--- src/common/ilg_pkg.sv ---
// constants for the adc input mix gain control block
package ilg_pkg;

    // register offsets on control page 0
    localparam logic [7:0] ILG_OFS_RLINE_TO_LADC = 8'h15;
    localparam logic [7:0] ILG_OFS_RLINE_TO_RADC = 8'h16;

    // field positions
    localparam int ILG_LVL_MSB = 6;
    localparam int ILG_LVL_LSB = 3;
    localparam int ILG_PWR_BIT = 2;
    localparam int ILG_STEP_MSB = 1;
    localparam int ILG_STEP_LSB = 0;
    localparam int ILG_RSVD_BIT = 7;

    // level codes
    localparam logic [3:0] ILG_LVL_0DB = 4'h0;
    localparam logic [3:0] ILG_LVL_MAX_CUT = 4'h8;
    localparam logic [3:0] ILG_LVL_OFF = 4'hf;

    // soft-step modes
    localparam logic [1:0] ILG_STEP_EVERY_FS = 2'h0;
    localparam logic [1:0] ILG_STEP_EVERY_2FS = 2'h1;

    // reset values
    localparam logic [3:0] ILG_RST_LVL = 4'hf;
    localparam logic ILG_RST_PWR = 1'b0;
    localparam logic [1:0] ILG_RST_STEP = 2'h0;
    localparam logic ILG_RST_RSVD = 1'b0;
    localparam logic [7:0] ILG_RST_RDATA = 8'h00;

    typedef enum logic [1:0] {
        ILG_SS_IDLE = 2'b00,
        ILG_SS_RAMP = 2'b01
    } ilg_ss_state_t;

    // a code drives the mixer only if it is one of the nine gain codes
    function automatic logic ilg_is_gain(input logic [3:0] code);
        ilg_is_gain = (code <= ILG_LVL_MAX_CUT);
    endfunction : ilg_is_gain

endpackage : ilg_pkg

--- src/verilog/ilg_mix_ctrl.sv ---
// right line input routing and level for both adc mixers, with power and soft-step control for the right adc only
`timescale 1ns/10ps
`default_nettype none
module ilg_mix_ctrl
    import ilg_pkg::*;
(
    // clock and reset
    input wire logic clk,
    input wire logic sys_rst,
    // register port
    input wire logic [7:0] reg_addr,
    input wire logic [7:0] reg_wdata,
    input wire logic reg_wr,
    input wire logic reg_rd,
    output logic [7:0] reg_rdata,
    output logic reg_rvalid,
    // sample rate
    input wire logic fs_tick,
    // left mixer
    output logic left_mix_connect,
    output logic [3:0] left_mix_atten,
    // right mixer and adc
    output logic right_mix_connect,
    output logic [3:0] right_mix_atten,
    output logic right_adc_power_up,
    output logic right_gain_ramping
);

    ////////////////////////////////////////////////////////////////////////
    // registers
    logic ladc_rsvd_r, ladc_rsvd_nxt;
    logic [3:0] ladc_lvl_r, ladc_lvl_nxt;
    logic radc_rsvd_r, radc_rsvd_nxt;
    logic [3:0] radc_lvl_r, radc_lvl_nxt;
    logic radc_pwr_r, radc_pwr_nxt;
    logic [1:0] radc_step_r, radc_step_nxt;
    logic [7:0] rdata_r, rdata_nxt;
    logic rvalid_r, rvalid_nxt;

    always_comb begin
        ladc_rsvd_nxt = ladc_rsvd_r;
        ladc_lvl_nxt = ladc_lvl_r;
        radc_rsvd_nxt = radc_rsvd_r;
        radc_lvl_nxt = radc_lvl_r;
        radc_pwr_nxt = radc_pwr_r;
        radc_step_nxt = radc_step_r;
        rdata_nxt = rdata_r;
        rvalid_nxt = reg_rd;
        if (reg_wr) begin
            case (reg_addr)
                ILG_OFS_RLINE_TO_LADC: begin
                    ladc_rsvd_nxt = reg_wdata[ILG_RSVD_BIT];
                    // reserved codes are stored as written; the mixer output treats them as disconnected
                    ladc_lvl_nxt = reg_wdata[ILG_LVL_MSB:ILG_LVL_LSB];
                    // low three bits have no storage
                end
                ILG_OFS_RLINE_TO_RADC: begin
                    radc_rsvd_nxt = reg_wdata[ILG_RSVD_BIT];
                    radc_lvl_nxt = reg_wdata[ILG_LVL_MSB:ILG_LVL_LSB];
                    radc_pwr_nxt = reg_wdata[ILG_PWR_BIT];
                    radc_step_nxt = reg_wdata[ILG_STEP_MSB:ILG_STEP_LSB];
                end
                default: ;
            endcase
        end
        if (reg_rd) begin
            case (reg_addr)
                ILG_OFS_RLINE_TO_LADC: rdata_nxt = {ladc_rsvd_r, ladc_lvl_r, 3'h0};
                ILG_OFS_RLINE_TO_RADC: rdata_nxt = {radc_rsvd_r, radc_lvl_r, radc_pwr_r, radc_step_r};
                default: rdata_nxt = 8'h00;
            endcase
        end
    end

    always_ff @(posedge clk or posedge sys_rst) begin
        if (sys_rst) begin
            ladc_rsvd_r <= ILG_RST_RSVD;
            ladc_lvl_r <= ILG_RST_LVL;
            radc_rsvd_r <= ILG_RST_RSVD;
            radc_lvl_r <= ILG_RST_LVL;
            radc_pwr_r <= ILG_RST_PWR;
            radc_step_r <= ILG_RST_STEP;
            rdata_r <= ILG_RST_RDATA;
            rvalid_r <= 1'b0;
        end else begin
            ladc_rsvd_r <= ladc_rsvd_nxt;
            ladc_lvl_r <= ladc_lvl_nxt;
            radc_rsvd_r <= radc_rsvd_nxt;
            radc_lvl_r <= radc_lvl_nxt;
            radc_pwr_r <= radc_pwr_nxt;
            radc_step_r <= radc_step_nxt;
            rdata_r <= rdata_nxt;
            rvalid_r <= rvalid_nxt;
        end
    end

    assign reg_rdata = rdata_r;
    assign reg_rvalid = rvalid_r;

    ////////////////////////////////////////////////////////////////////////
    // soft-step interval divider
    logic half_r, half_nxt;
    logic step_tick;
    logic step_en;

    always_comb begin
        half_nxt = half_r;
        if (fs_tick) begin
            half_nxt = ~half_r;
        end
        step_en = (radc_step_r == ILG_STEP_EVERY_FS) || (radc_step_r == ILG_STEP_EVERY_2FS);
        case (radc_step_r)
            ILG_STEP_EVERY_FS: step_tick = fs_tick;
            ILG_STEP_EVERY_2FS: step_tick = fs_tick && half_r;
            default: step_tick = 1'b0;
        endcase
    end

    always_ff @(posedge clk or posedge sys_rst) begin
        if (sys_rst) begin
            half_r <= 1'b0;
        end else begin
            half_r <= half_nxt;
        end
    end

    ////////////////////////////////////////////////////////////////////////
    // right path stepper; the left path has no stepping control here
    logic [3:0] right_applied;

    ilg_soft_step u_right_step (
        .clk(clk),
        .sys_rst(sys_rst),
        .target_lvl(radc_lvl_r),
        .step_en(step_en),
        .step_tick(step_tick),
        .applied_lvl(right_applied),
        .ramping(right_gain_ramping)
    );

    ////////////////////////////////////////////////////////////////////////
    // mixer outputs, registered so the analog side sees no decode glitches
    logic lconn_r, lconn_nxt;
    logic [3:0] latt_r, latt_nxt;
    logic rconn_r, rconn_nxt;
    logic [3:0] ratt_r, ratt_nxt;

    always_comb begin
        // reserved codes count as disconnected, the safe side
        lconn_nxt = ilg_is_gain(ladc_lvl_r);
        latt_nxt = lconn_nxt ? ladc_lvl_r : ILG_LVL_OFF;
        rconn_nxt = ilg_is_gain(right_applied);
        ratt_nxt = rconn_nxt ? right_applied : ILG_LVL_OFF;
    end

    always_ff @(posedge clk or posedge sys_rst) begin
        if (sys_rst) begin
            lconn_r <= 1'b0;
            latt_r <= ILG_LVL_OFF;
            rconn_r <= 1'b0;
            ratt_r <= ILG_LVL_OFF;
        end else begin
            lconn_r <= lconn_nxt;
            latt_r <= latt_nxt;
            rconn_r <= rconn_nxt;
            ratt_r <= ratt_nxt;
        end
    end

    assign left_mix_connect = lconn_r;
    assign left_mix_atten = latt_r;
    assign right_mix_connect = rconn_r;
    assign right_mix_atten = ratt_r;
    assign right_adc_power_up = radc_pwr_r;

endmodule : ilg_mix_ctrl
`default_nettype wire

--- src/verilog/ilg_soft_step.sv ---
// gain stepper: walks the applied level code toward its target
`timescale 1ns/10ps
`default_nettype none
module ilg_soft_step
    import ilg_pkg::*;
(
    // clock and reset
    input wire logic clk,
    input wire logic sys_rst,
    // control
    input wire logic [3:0] target_lvl,
    input wire logic step_en,
    input wire logic step_tick,
    // applied level
    output logic [3:0] applied_lvl,
    output logic ramping
);

    ilg_ss_state_t state_r, state_nxt;
    logic [3:0] lvl_r, lvl_nxt;

    always_comb begin
        state_nxt = state_r;
        lvl_nxt = lvl_r;
        // connect, disconnect and unstepped writes jump at once; a ramp out of
        // silence would only add a click-free delay with nothing to protect
        if (!step_en || !ilg_is_gain(target_lvl) || !ilg_is_gain(lvl_r)) begin
            lvl_nxt = target_lvl;
            state_nxt = ILG_SS_IDLE;
        end else if (lvl_r == target_lvl) begin
            state_nxt = ILG_SS_IDLE;
        end else begin
            state_nxt = ILG_SS_RAMP;
            if (step_tick) begin
                if (lvl_r < target_lvl) begin
                    lvl_nxt = lvl_r + 4'h1;
                end else begin
                    lvl_nxt = lvl_r - 4'h1;
                end
            end
        end
        case (state_nxt)
            ILG_SS_IDLE: ramping = 1'b0;
            ILG_SS_RAMP: ramping = 1'b1;
            default: ramping = 1'b0;
        endcase
    end

    always_ff @(posedge clk or posedge sys_rst) begin
        if (sys_rst) begin
            state_r <= ILG_SS_IDLE;
            lvl_r <= ILG_RST_LVL;
        end else begin
            state_r <= state_nxt;
            lvl_r <= lvl_nxt;
        end
    end

    assign applied_lvl = lvl_r;

endmodule : ilg_soft_step
`default_nettype wire

--- config.mk ---
export PLATFORM = sky130hd
export DESIGN_NAME = ilg_mix_ctrl
export DESIGN_NICKNAME = d
export VERILOG_FILES = /design/src/common/ilg_pkg.sv /design/src/verilog/ilg_mix_ctrl.sv /design/src/verilog/ilg_soft_step.sv
export SDC_FILE = /design/constraint.sdc
export NUM_CORES = 1
export LEC_CHECK = 0
export BUFFER_PORTS_ARGS = -buffer_cell sky130_fd_sc_hd__buf_2
export CAP_MARGIN = 20
export CORE_MARGIN = 1.5
export CORE_UTILIZATION = 40
export DETAILED_ROUTE_END_ITERATION = 16
export PLACE_DENSITY = 0.66
export SYNTH_ARGS = -nofsm -noshare
export SYNTH_HDL_FRONTEND = slang
export SYNTH_HIERARCHICAL = 1
export SYNTH_SLANG_ARGS = --single-unit
--- constraint.sdc ---
create_clock -name clk -period 7.2 [get_ports clk]
set_input_delay 0.36 -clock clk [delete_from_list [all_inputs] [get_ports clk]]
set_output_delay 0.36 -clock clk [all_outputs]
set_load 0.01 [all_outputs]
=== Word-level counts from Yosys, hierarchy flattened ===
Index checks and enable logic that the tools add are counted.

* Flip-flop bits (word level): 37
* Output and inout bits: 21
* Word-level logic and storage cells: 50

* Add/subtract/negate cells: 2
* Magnitude comparators: 4
* Eq/ne operators: 6
* Multiplexer cells: 11
* Bitwise gates (word level): 1
* Reduce and logical (&&, ||, !) cells: 12

{| class="wikitable"
|+ Operators with widths
! operator !! number
|-
| 2-to-1 mux 4 bit || 6
|-
| equality test 8 x 5 -> 1 bit (second input constant) || 2
|-
| one-hot mux 8 bit (2 select lines) || 1
|-
| <= comparator 4 bit (second input constant) || 3
|-
| AND reduction 2 bit || 3
|-
| adder 4 x 1 -> 4 bit (second input constant) || 1
|-
| equality test 2 x 1 -> 1 bit (second input constant) || 2
|-
| equality test 4 bit || 1
|-
| less-than comparator 4 bit || 1
|-
| subtractor 4 x 1 -> 4 bit (second input constant) || 1
|-
| logical NOT 1 bit || 3
|-
| logical OR 1 bit || 3
|-
| logical NOT 2 bit || 1
|-
| 2-to-1 mux 1 bit || 2
|-
| 2-to-1 mux 2 bit || 1
|-
| inequality test 2 x 1 -> 1 bit (second input constant) || 1
|-
| one-hot mux 1 bit (2 select lines) || 1
|-
| nonzero test 2 bit || 1
|-
| logical AND 1 bit || 1
|-
| inverter 1 bit || 1
|}

=== Longest topological paths before layout ===
Gate-level depths: netlist of the first run.

* Word-level depth: 8
* Mapped depth: 11
* Depth with buffers taken out: 11

=== Hierarchy ===
Netlist of the first run, hierarchy kept.

{| class="wikitable"
|+ By module, submodules not included
! module !! instances !! cells an instance !! area an instance (um2) !! seq. area each (um2)
|-
| ilg_mix_ctrl || 1 || 94 || 1,335.0 || 845.8
|-
| ilg_soft_step || 1 || 46 || 410.4 || 105.1
|}

=== Least setup slack after synthesis of the first run ===
OpenSTA, ideal clock, no wires.

* Kind: register to register
* From: register radc_lvl_r[1]
* To: register u_right_step.lvl_r[3], in the netlist u_right_step/applied_lvl[3]
* Arrival time: 2.429 ns
* Required time: 7.125 ns
* Setup slack: 4.697 ns
* Cell stages (with the launch flop): 12
* Buffers on the path: 0
* Clock period less this slack: 2.503 ns
* Path through: dfstp_2 > inv_1 > ha_1 > nor2b_2 > o211ai_2 > nand2_1 > ha_1 > a21oi_1 > nand2_1 > a211o_1 > a211o_1 > o211ai_2

* Word-level cells in the longest chain between the ends: 6

{| class="wikitable"
|+ RTL lines
! what !! RTL line !! RTL
|-
| start, declared || ilg_mix_ctrl.sv:34 || <nowiki>logic [3:0] radc_lvl_r, radc_lvl_nxt;</nowiki>
|-
| start signal, assigned || ilg_mix_ctrl.sv:89 || <nowiki>radc_lvl_r <= radc_lvl_nxt;</nowiki>
|-
| <= comparator 4 bit || ilg_pkg.sv:39 || <nowiki>ilg_is_gain = (code <= ILG_LVL_MAX_CUT);</nowiki>
|-
| logical NOT 1 bit || ilg_soft_step.sv:27 || <nowiki>if (!step_en || !ilg_is_gain(target_lvl) || !ilg_is_gain(lvl_r)) begin</nowiki>
|-
| logical OR 1 bit (2 in a row) || ilg_soft_step.sv:27 ||
|-
| inequality test 2 x 1 -> 1 bit (no line) / nonzero test 2 bit (equally long branches) || -- ||
|-
| AND reduction 2 bit (no line) || -- ||
|-
| end signal, assigned || ilg_soft_step.sv:55 || <nowiki>lvl_r <= lvl_nxt;</nowiki>
|-
| end, declared || ilg_soft_step.sv:20 || <nowiki>logic [3:0] lvl_r, lvl_nxt;</nowiki>
|}

Several ways; a longest one is shown, not always the timed one. The select of a mux whose other input is x is not followed.
A chain may end at the register's enable or synchronous reset.

=== Worst setup path after layout of the first run ===
Same ends and word-level chain as after synthesis.

==> results.yml, run 1 <==
global_routing:
  first_global_vias: 1301
  grt_overflow: 0
  grt_pass1_wl_mm: 5.934
  antenna_found_initial: 0
  track_usage: 0.1571
  grt_max_degree: 30
timing:
  slew_violations: 0
  max_slew.worst_pin.slew_ps: 630.5
  timing.final.ws_setup_ps: 4499
  min_period_over_period: 0.3751
  max_freq_mhz: 370.2
  rsz0062_at_grt: "no"
  finalSetupViolations: 0
  maxSlewHeadroom: 0.5788
  finalHoldViolCount: 0
  finalSetupTns_ps: 0
  fin_skew_ps: 2.351
  fin_hold_ws_ps: 237.9
  fin_crit_ps: 2701
routing:
  wl_per_cell_um: 14.46
  via_count: 1216
  vias_per_cell: 5.153
  drtAntennaViolNets: 0
  drc_errors: 0
  drtIter0Drc: 60
  wl_mm: 3.413
  first_pass_iters: 4
layout:
  layout.cells.non_filler: 236
  final_common_cell: "buf_2"
  postLayoutCellArea_um2: 2107
  area_growth_pct: 20.72
  drive_gt1_frac: 0.4677
  n_antenna_cell: 0
  final_cell_mix: "buf_2, dfstp_2, dfrtp_1, nand2_1"
  fill_cells: 359
  nets: 213
  postLayoutCoreUtil: 0.5156
flow_run:
  drv_cap: 0
logic_synthesis:
  synthesis.nets: 168
  synthCells: 140
  netlist_area_um2: 1745
  ys_seq_elements: 37
  ys_warn_count: 6
  synth_area_per_cell_um2: 12.47
  synth_cell_types: 32
  ys_seq_area_frac: 0.5448
setup_path:
  worstSetupStartpoint: "radc_lvl_r[1]$_DFFE_PP1P_"
  worst_r2r_path_depth: 11
  rr_endpoint: "u_right_step/applied_lvl[3]$_DFFE_PP1P_"
  crit_path_cell_trace: "inv_1, ha_1, nor2b_2, o211ai_2, nand2_1, ha_1, a21oi_1, nand2_1, a211o_1, a211o_1, o211ai_2"
  r2r_start: "radc_lvl_r[1]$_DFFE_PP1P_"
  start_kind: "register"
  critPathSlowestCell: "dfstp_2"
  worst-setup-path-type: "register to register"
  path_delay_family: "compound AO/OA/AOI/OAI gates"
  arrival_ps: 2920
  cp_max_fo: 5
  cp.depth: 11
  cp_num_buf_inv: 1
  critPathCaptureType: "register"
  crit_end: "u_right_step/applied_lvl[3]$_DFFE_PP1P_"
  crit_required_ps: 7420
  r2r_slack_ps: 4500
  worst_path_largest_cell_delay_ps: 570
die:
  dieArea_um2: 4769
  die_h_um: 69.06
  io_pins: 42
  rows: 23
  core_area_um2: 4086
  die_width_um: 69.06
  start_util: 0.4271
placed_design:
  dp_cells: 227
  hpwlAfterDp_mm: 2.610
  place.gp.congestion: 0.8507
  dpl_cell_area_um2: 1994
  port_buffers: 41
  place_ws_ps: 4515
pwr:
  p_per_area_nw_per_um2: 313.5
  total_leakage_power_nw: 0.9916
  ir_drop_mv: 0.1473
  power_uw: 660.6
min_path:
  worstHoldStart: "reg_rd"
  worstHoldPathType: "input pin to register"
clocking:
  cts_hold_buf: 1
  cts.clk_slew.worst_paths_ps: 70
  clockBufferDepth: 2
  clock-root-buffer: "clkbuf_8"
  cts_setup_buffers: 0
  ctsResizeCount: 0
  cts_tree: "built"
  htree_levels: 2
  clock_latency_ps: 290
  numCtsBuffers: 5
  cts.sinks: 37
run_status:
  status: "finished, final reports clean"
==> routing by layer <==
layer / global-route usage / wire [um] / vias to the layer above
met5: 0 / 0 / -
met4: 0.08715 / 77 / 0
met3: 0.04386 / 142 / 6
met2: 0.2553 / 1665 / 31
met1: 0.1871 / 1528 / 594
li1: - / - / 585
==> how the worst min path moves through the flow <==
stage,endpoint,slack (ps),cells past startpoint
after floorplan,u_right_step/applied_lvl[0]$_DFFE_PP1P_,320,1
after global placement,right_mix_connect$_DFF_PP0_,250,2
after detailed placement,right_mix_connect$_DFF_PP0_,270,2
after CTS,reg_rvalid$_DFF_PP0_,240,1
after global routing,reg_rvalid$_DFF_PP0_,240,1
final,reg_rvalid$_DFF_PP0_,240,1
==> sequential cells by signal, summed over array words and instances (netlist names), 2 cells and up <==
name,count
reg_rdata,8
ladc_lvl_r,4
left_mix_atten,4
radc_lvl_r,4
right_mix_atten,4
u_right_step/applied_lvl,4
radc_step_r,2
==> synth_stat cells <==
master     instances  area (um2)
nand4_1            2       12.51
inv_1              9       33.78
and3_1             1       6.260
nand3_1            3       15.01
nor2_1             1       3.750
o31ai_1            9       67.56
xnor2_1            2       17.52
nor2b_2            1       8.760
a22oi_1            5       37.54
o2bb2ai_1          3       26.28
fa_1               1       20.02
mux2i_1            1       10.01
nor4b_4            1       23.77
dfrtp_1           17       425.4
nand2b_1           7       43.79
nand4b_1           1       8.760
buf_1              1       3.750
ha_1               6       75.07
buf_6              1       11.26
mux2_2             8       90.09
and4_1             1       8.760
xor2_1             1       8.760
clkbuf_1           3       11.26
a21oi_1            3       15.01
o211ai_2           2       25.02
a211o_1            2       17.52
mux2_4             5       75.07
nand4_4            1       21.27
nor2b_1            4       25.02
o21ai_0            3       15.01
dfstp_2           20       525.5
nand2_1           15       56.30
==> worst reg2reg max path: cells and delay by family, from the launching register on <==
kind                     cells  cell delay, ps
AND/OR/NAND/NOR              3             390
buffers and inverters        1              50
adder cells (fa/ha/maj)      2             640
flip-flops                   1             570
AO/OA/AOI/OAI                5             990
==> report_power, final <==
part	internal, mW	switching (mW)
clock	0.0888	0.0724
combinational	0.0973	0.115
sequential	0.259	0.0283
total	0.445	0.216
==> kinds of logic after synthesis <==
logic type | share of synthesized area
AO/OA/AOI/OAI | 0.1168
XOR/XNOR | 0.01506
adder cells (fa/ha/maj) | 0.05448
buffers and inverters | 0.03440
flip-flops | 0.5448
multiplexers | 0.1004
AND/OR/NAND/NOR | 0.1340
==> area by class of cell <==
type | instances | area, um2 | area share
multi-input cells | 89 | 734.5 | 0.3486
well taps | 50 | 62.56 | 0.02969
inverters | 9 | 33.78 | 0.01603
flip-flops and latches | 37 | 950.9 | 0.4513
repair buffers | 43 | 222.7 | 0.1057
clock buffers | 7 | 97.59 | 0.04632
clock inverters | 1 | 5.005 | 0.002375
No activity file was read; power rests on OpenSTA's default activity.
==> run 2: changes to the inputs <==
--- a/config.mk
+++ b/config.mk
@@ -5,12 +5,13 @@
 export SDC_FILE = /design/constraint.sdc
 export NUM_CORES = 1
 export LEC_CHECK = 0
+export ABC_AREA = 1
 export BUFFER_PORTS_ARGS = -buffer_cell sky130_fd_sc_hd__buf_2
 export CAP_MARGIN = 20
 export CORE_MARGIN = 1.5
 export CORE_UTILIZATION = 40
 export DETAILED_ROUTE_END_ITERATION = 16
-export PLACE_DENSITY = 0.66
+export PLACE_DENSITY = 0.67
 export SYNTH_ARGS = -nofsm -noshare
 export SYNTH_HDL_FRONTEND = slang
 export SYNTH_HIERARCHICAL = 1
==> constraint.sdc (replaced) <==
create_clock -name clk -period 2.4 [get_ports clk]
set_input_delay 0.12 -clock clk [delete_from_list [all_inputs] [get_ports clk]]
set_output_delay 0.12 -clock clk [all_outputs]
set_load 0.01 [all_outputs]
==> results.yml, run 2 <==
timing:
  finalSetupTns_ps: 0
  finalHoldViolCount: 0
  slew_violations: 0
  min_period_over_period: 0.9134
  finalSetupViolations: 0
  fin_crit_ps: 2192
  rsz0062_at_grt: "no"
  max_slew.worst_pin.slew_ps: 471.0
  maxSlewHeadroom: 0.6833
  fin_skew_ps: 3.492
  max_freq_mhz: 456.2
logic_synthesis:
  synth_top_area_share: 0.2718
  synth_xor_xnor_area_share: 0.009061
  synth-edff-count: 0
  synthCells: 217
  ys_warn_count: 6
  synth_most_common_cell: "nand2_1"
  netlist_area_um2: 1933
  synth_area_leaders: "dfstp_2, dfrtp_1, nand2_1, inv_1, nand3_1"
  ys_seq_elements: 37
  synthAdderAreaFrac: 0.04919
  yosys.area.top_type: "dfstp_2"
  synth-simple-area-share: 0.2971
  synth_commonest_cells: "nand2_1, inv_1, dfstp_2"
  synth_top_family_by_area: "simple AND/OR/NAND/NOR gates"
  synth_area_per_cell_um2: 8.908
  synth-compound-area-share: 0.08155
  ys_seq_area_frac: 0.4919
  ys.flop_type: "dfstp_2"
  synthMuxAreaShare: 0
  synth_cell_types: 28
  synthArstFlopShare: 1.000
  synthesis.nets: 245
global_routing:
  grt_overflow: 0
  track_usage: 0.1585
  grt_pass1_wl_mm: 6.430
  antenna_found_initial: 0
  first_global_vias: 1494
  grt_max_degree: 27
run_status:
  status: "finished, final reports clean"
die:
  die_width_um: 72.52
  rows: 25
  dieArea_um2: 5259
  die_h_um: 72.52
  core_area_um2: 4692
  io_pins: 42
  start_util: 0.4120
layout:
  fill_cells: 442
  largest_register_ffs: 8
  final_common_cell: "nand2_1"
  n_antenna_cell: 0
  nets: 295
  drive_gt1_frac: 0.3619
  final_cell_mix: "nand2_1, buf_2, inv_1, dfstp_2, dfrtp_1"
  layout.cells.non_filler: 322
  area_growth_pct: 23.62
  postLayoutCoreUtil: 0.5093
setup_path:
  worst-setup-path-type: "register to register"
  cp_max_fo: 5
  critPathCaptureType: "register"
  start_kind: "register"
  arrival_ps: 2420
  crit_required_ps: 2630
clocking:
  clock_latency_ps: 290
  cts_setup_buffers: 0
  cts.clk_slew.worst_paths_ps: 70
  cts_tree: "built"
  clockBufferDepth: 2
  clock-root-buffer: "clkbuf_8"
  numCtsBuffers: 5
  htree_levels: 2
  cts.sinks: 37
routing:
  vias_per_cell: 4.693
  wl_mm: 3.719
  wl_met2_mm: 1.665
  drc_errors: 0
  wl_per_cell_um: 11.55
  via_count: 1511
  first_pass_iters: 4
  wl_met3_um: 148
  drtIter0Drc: 82
  drtAntennaViolNets: 0
  highest_layer: "met4"
  routedLengthMet1_mm: 1.843
flow_run:
  drv_cap: 0
placed_design:
  hpwlAfterDp_mm: 2.853
  port_buffers: 41
  dp_cells: 312
  place.gp.congestion: 0.8286
pwr:
  total_leakage_power_nw: 1.316
  p_per_area_nw_per_um2: 625.1
  ir_drop_mv: 0.2400
min_path:
  worstHoldPathType: "input pin to register"
## run 2: cell types whose count changed after synthesis, sizes merged, moves of 7 or more
| cell | before | now |
|---|---|---|
| nand2b | 7 | 0 |
| nand2 | 15 | 82 |
| o21ai | 3 | 19 |
| o31ai | 9 | 2 |
| inv | 9 | 30 |
| nand3 | 3 | 16 |
| mux2 | 13 | 0 |
| nor2 | 1 | 9 |
## run 2: power breakdown
part / total (mW) / switching [mW] / internal [mW]
registers: 0.707 / 0.0295 / 0.677
logic: 0.231 / 0.138 / 0.0922
clock network: 0.556 / 0.219 / 0.338
total: 1.49 / 0.387 / 1.11
## run 2: stage by stage
step           instance area (um2)  hold WS (ps)  setup slack [ps]  power [mW]
2_1_floorplan                 1933         75.20             267.9      0.8589
3_3_place_gp                  2213         218.6             192.8      0.9219
3_5_place_dp                  2213         224.1             113.8      0.9276
4_1_cts                       2344         9.899             85.45       1.491
5_1_grt                       2390         15.02             37.49       1.575
6_report                      2390         14.85             208.0       1.494
## run 2: cells by family (layout without fill, tap and decap cells)
| group | Yosys count | count (layout) |
|---|---|---|
| adders and majority gates | 7 | 7 |
| xor gates and xnor gates | 2 | 2 |
| buffers and inverters | 34 | 85 |
| and+or+nand+nor | 112 | 112 |
| AOI/OAI and AO/OA | 25 | 25 |
| DFF | 37 | 37 |
## run 2: final cells by class
| cell class | instances | area [um2] | share of cell area |
|---|---|---|---|
| Timing Repair Buffer | 47 | 272.8 | 0.1141 |
| Clock buffer | 6 | 82.58 | 0.03456 |
| Multi-Input combinational cell | 146 | 863.3 | 0.3613 |
| Clock inverter | 2 | 37.54 | 0.01571 |
| Tap cell | 54 | 67.56 | 0.02827 |
| Sequential cell | 37 | 950.9 | 0.3979 |
| Inverter | 30 | 115.1 | 0.04817 |
## run 2: routing by layer
metal  global-route usage  up-vias
li1                     -      786
met4              0.06289        0
met3              0.03472        5
met1               0.2135      682
met5                    0        -
met2               0.2487       38
## run 2: path summary, 6_finish.rpt
kind	startpoint	end	slack, ps	cells after the start
setup / recovery	radc_lvl_r[3]$_DFFE_PP1P_	u_right_step/applied_lvl[2]$_DFFE_PP1P_	210	10
hold / removal	fs_tick	half_r$_DFFE_PP0P_	10	2
setup reg to reg	radc_lvl_r[3]$_DFFE_PP1P_	u_right_step/applied_lvl[2]$_DFFE_PP1P_	210	10
hold reg to reg	ladc_lvl_r[3]$_DFFE_PP1P_	left_mix_atten[3]$_DFF_PP1_	390	0
max in group asynchronous	sys_rst	ladc_lvl_r[3]$_DFFE_PP1P_	1490	5
min in group asynchronous	sys_rst	radc_step_r[1]$_DFFE_PP0P_	290	3
## run 2: critical path, stage by stage, from the launching register on
cell	delay, ps
dfstp_2	590
inv_1	60
ha_1	300
nand2_1	130
inv_1	70
nand2_1	90
nand2_2	110
fa_1	390
xor2_1	190
nand4_1	110
nand3_1	90
## run 2: timing repair
action / 4_1_cts / 5_1_grt
setup endpoints to repair: 0 / 1
endpoints found under the hold margin: 4 / 0
resized for setup: 0 / 3
hold buffers: 1 / 0
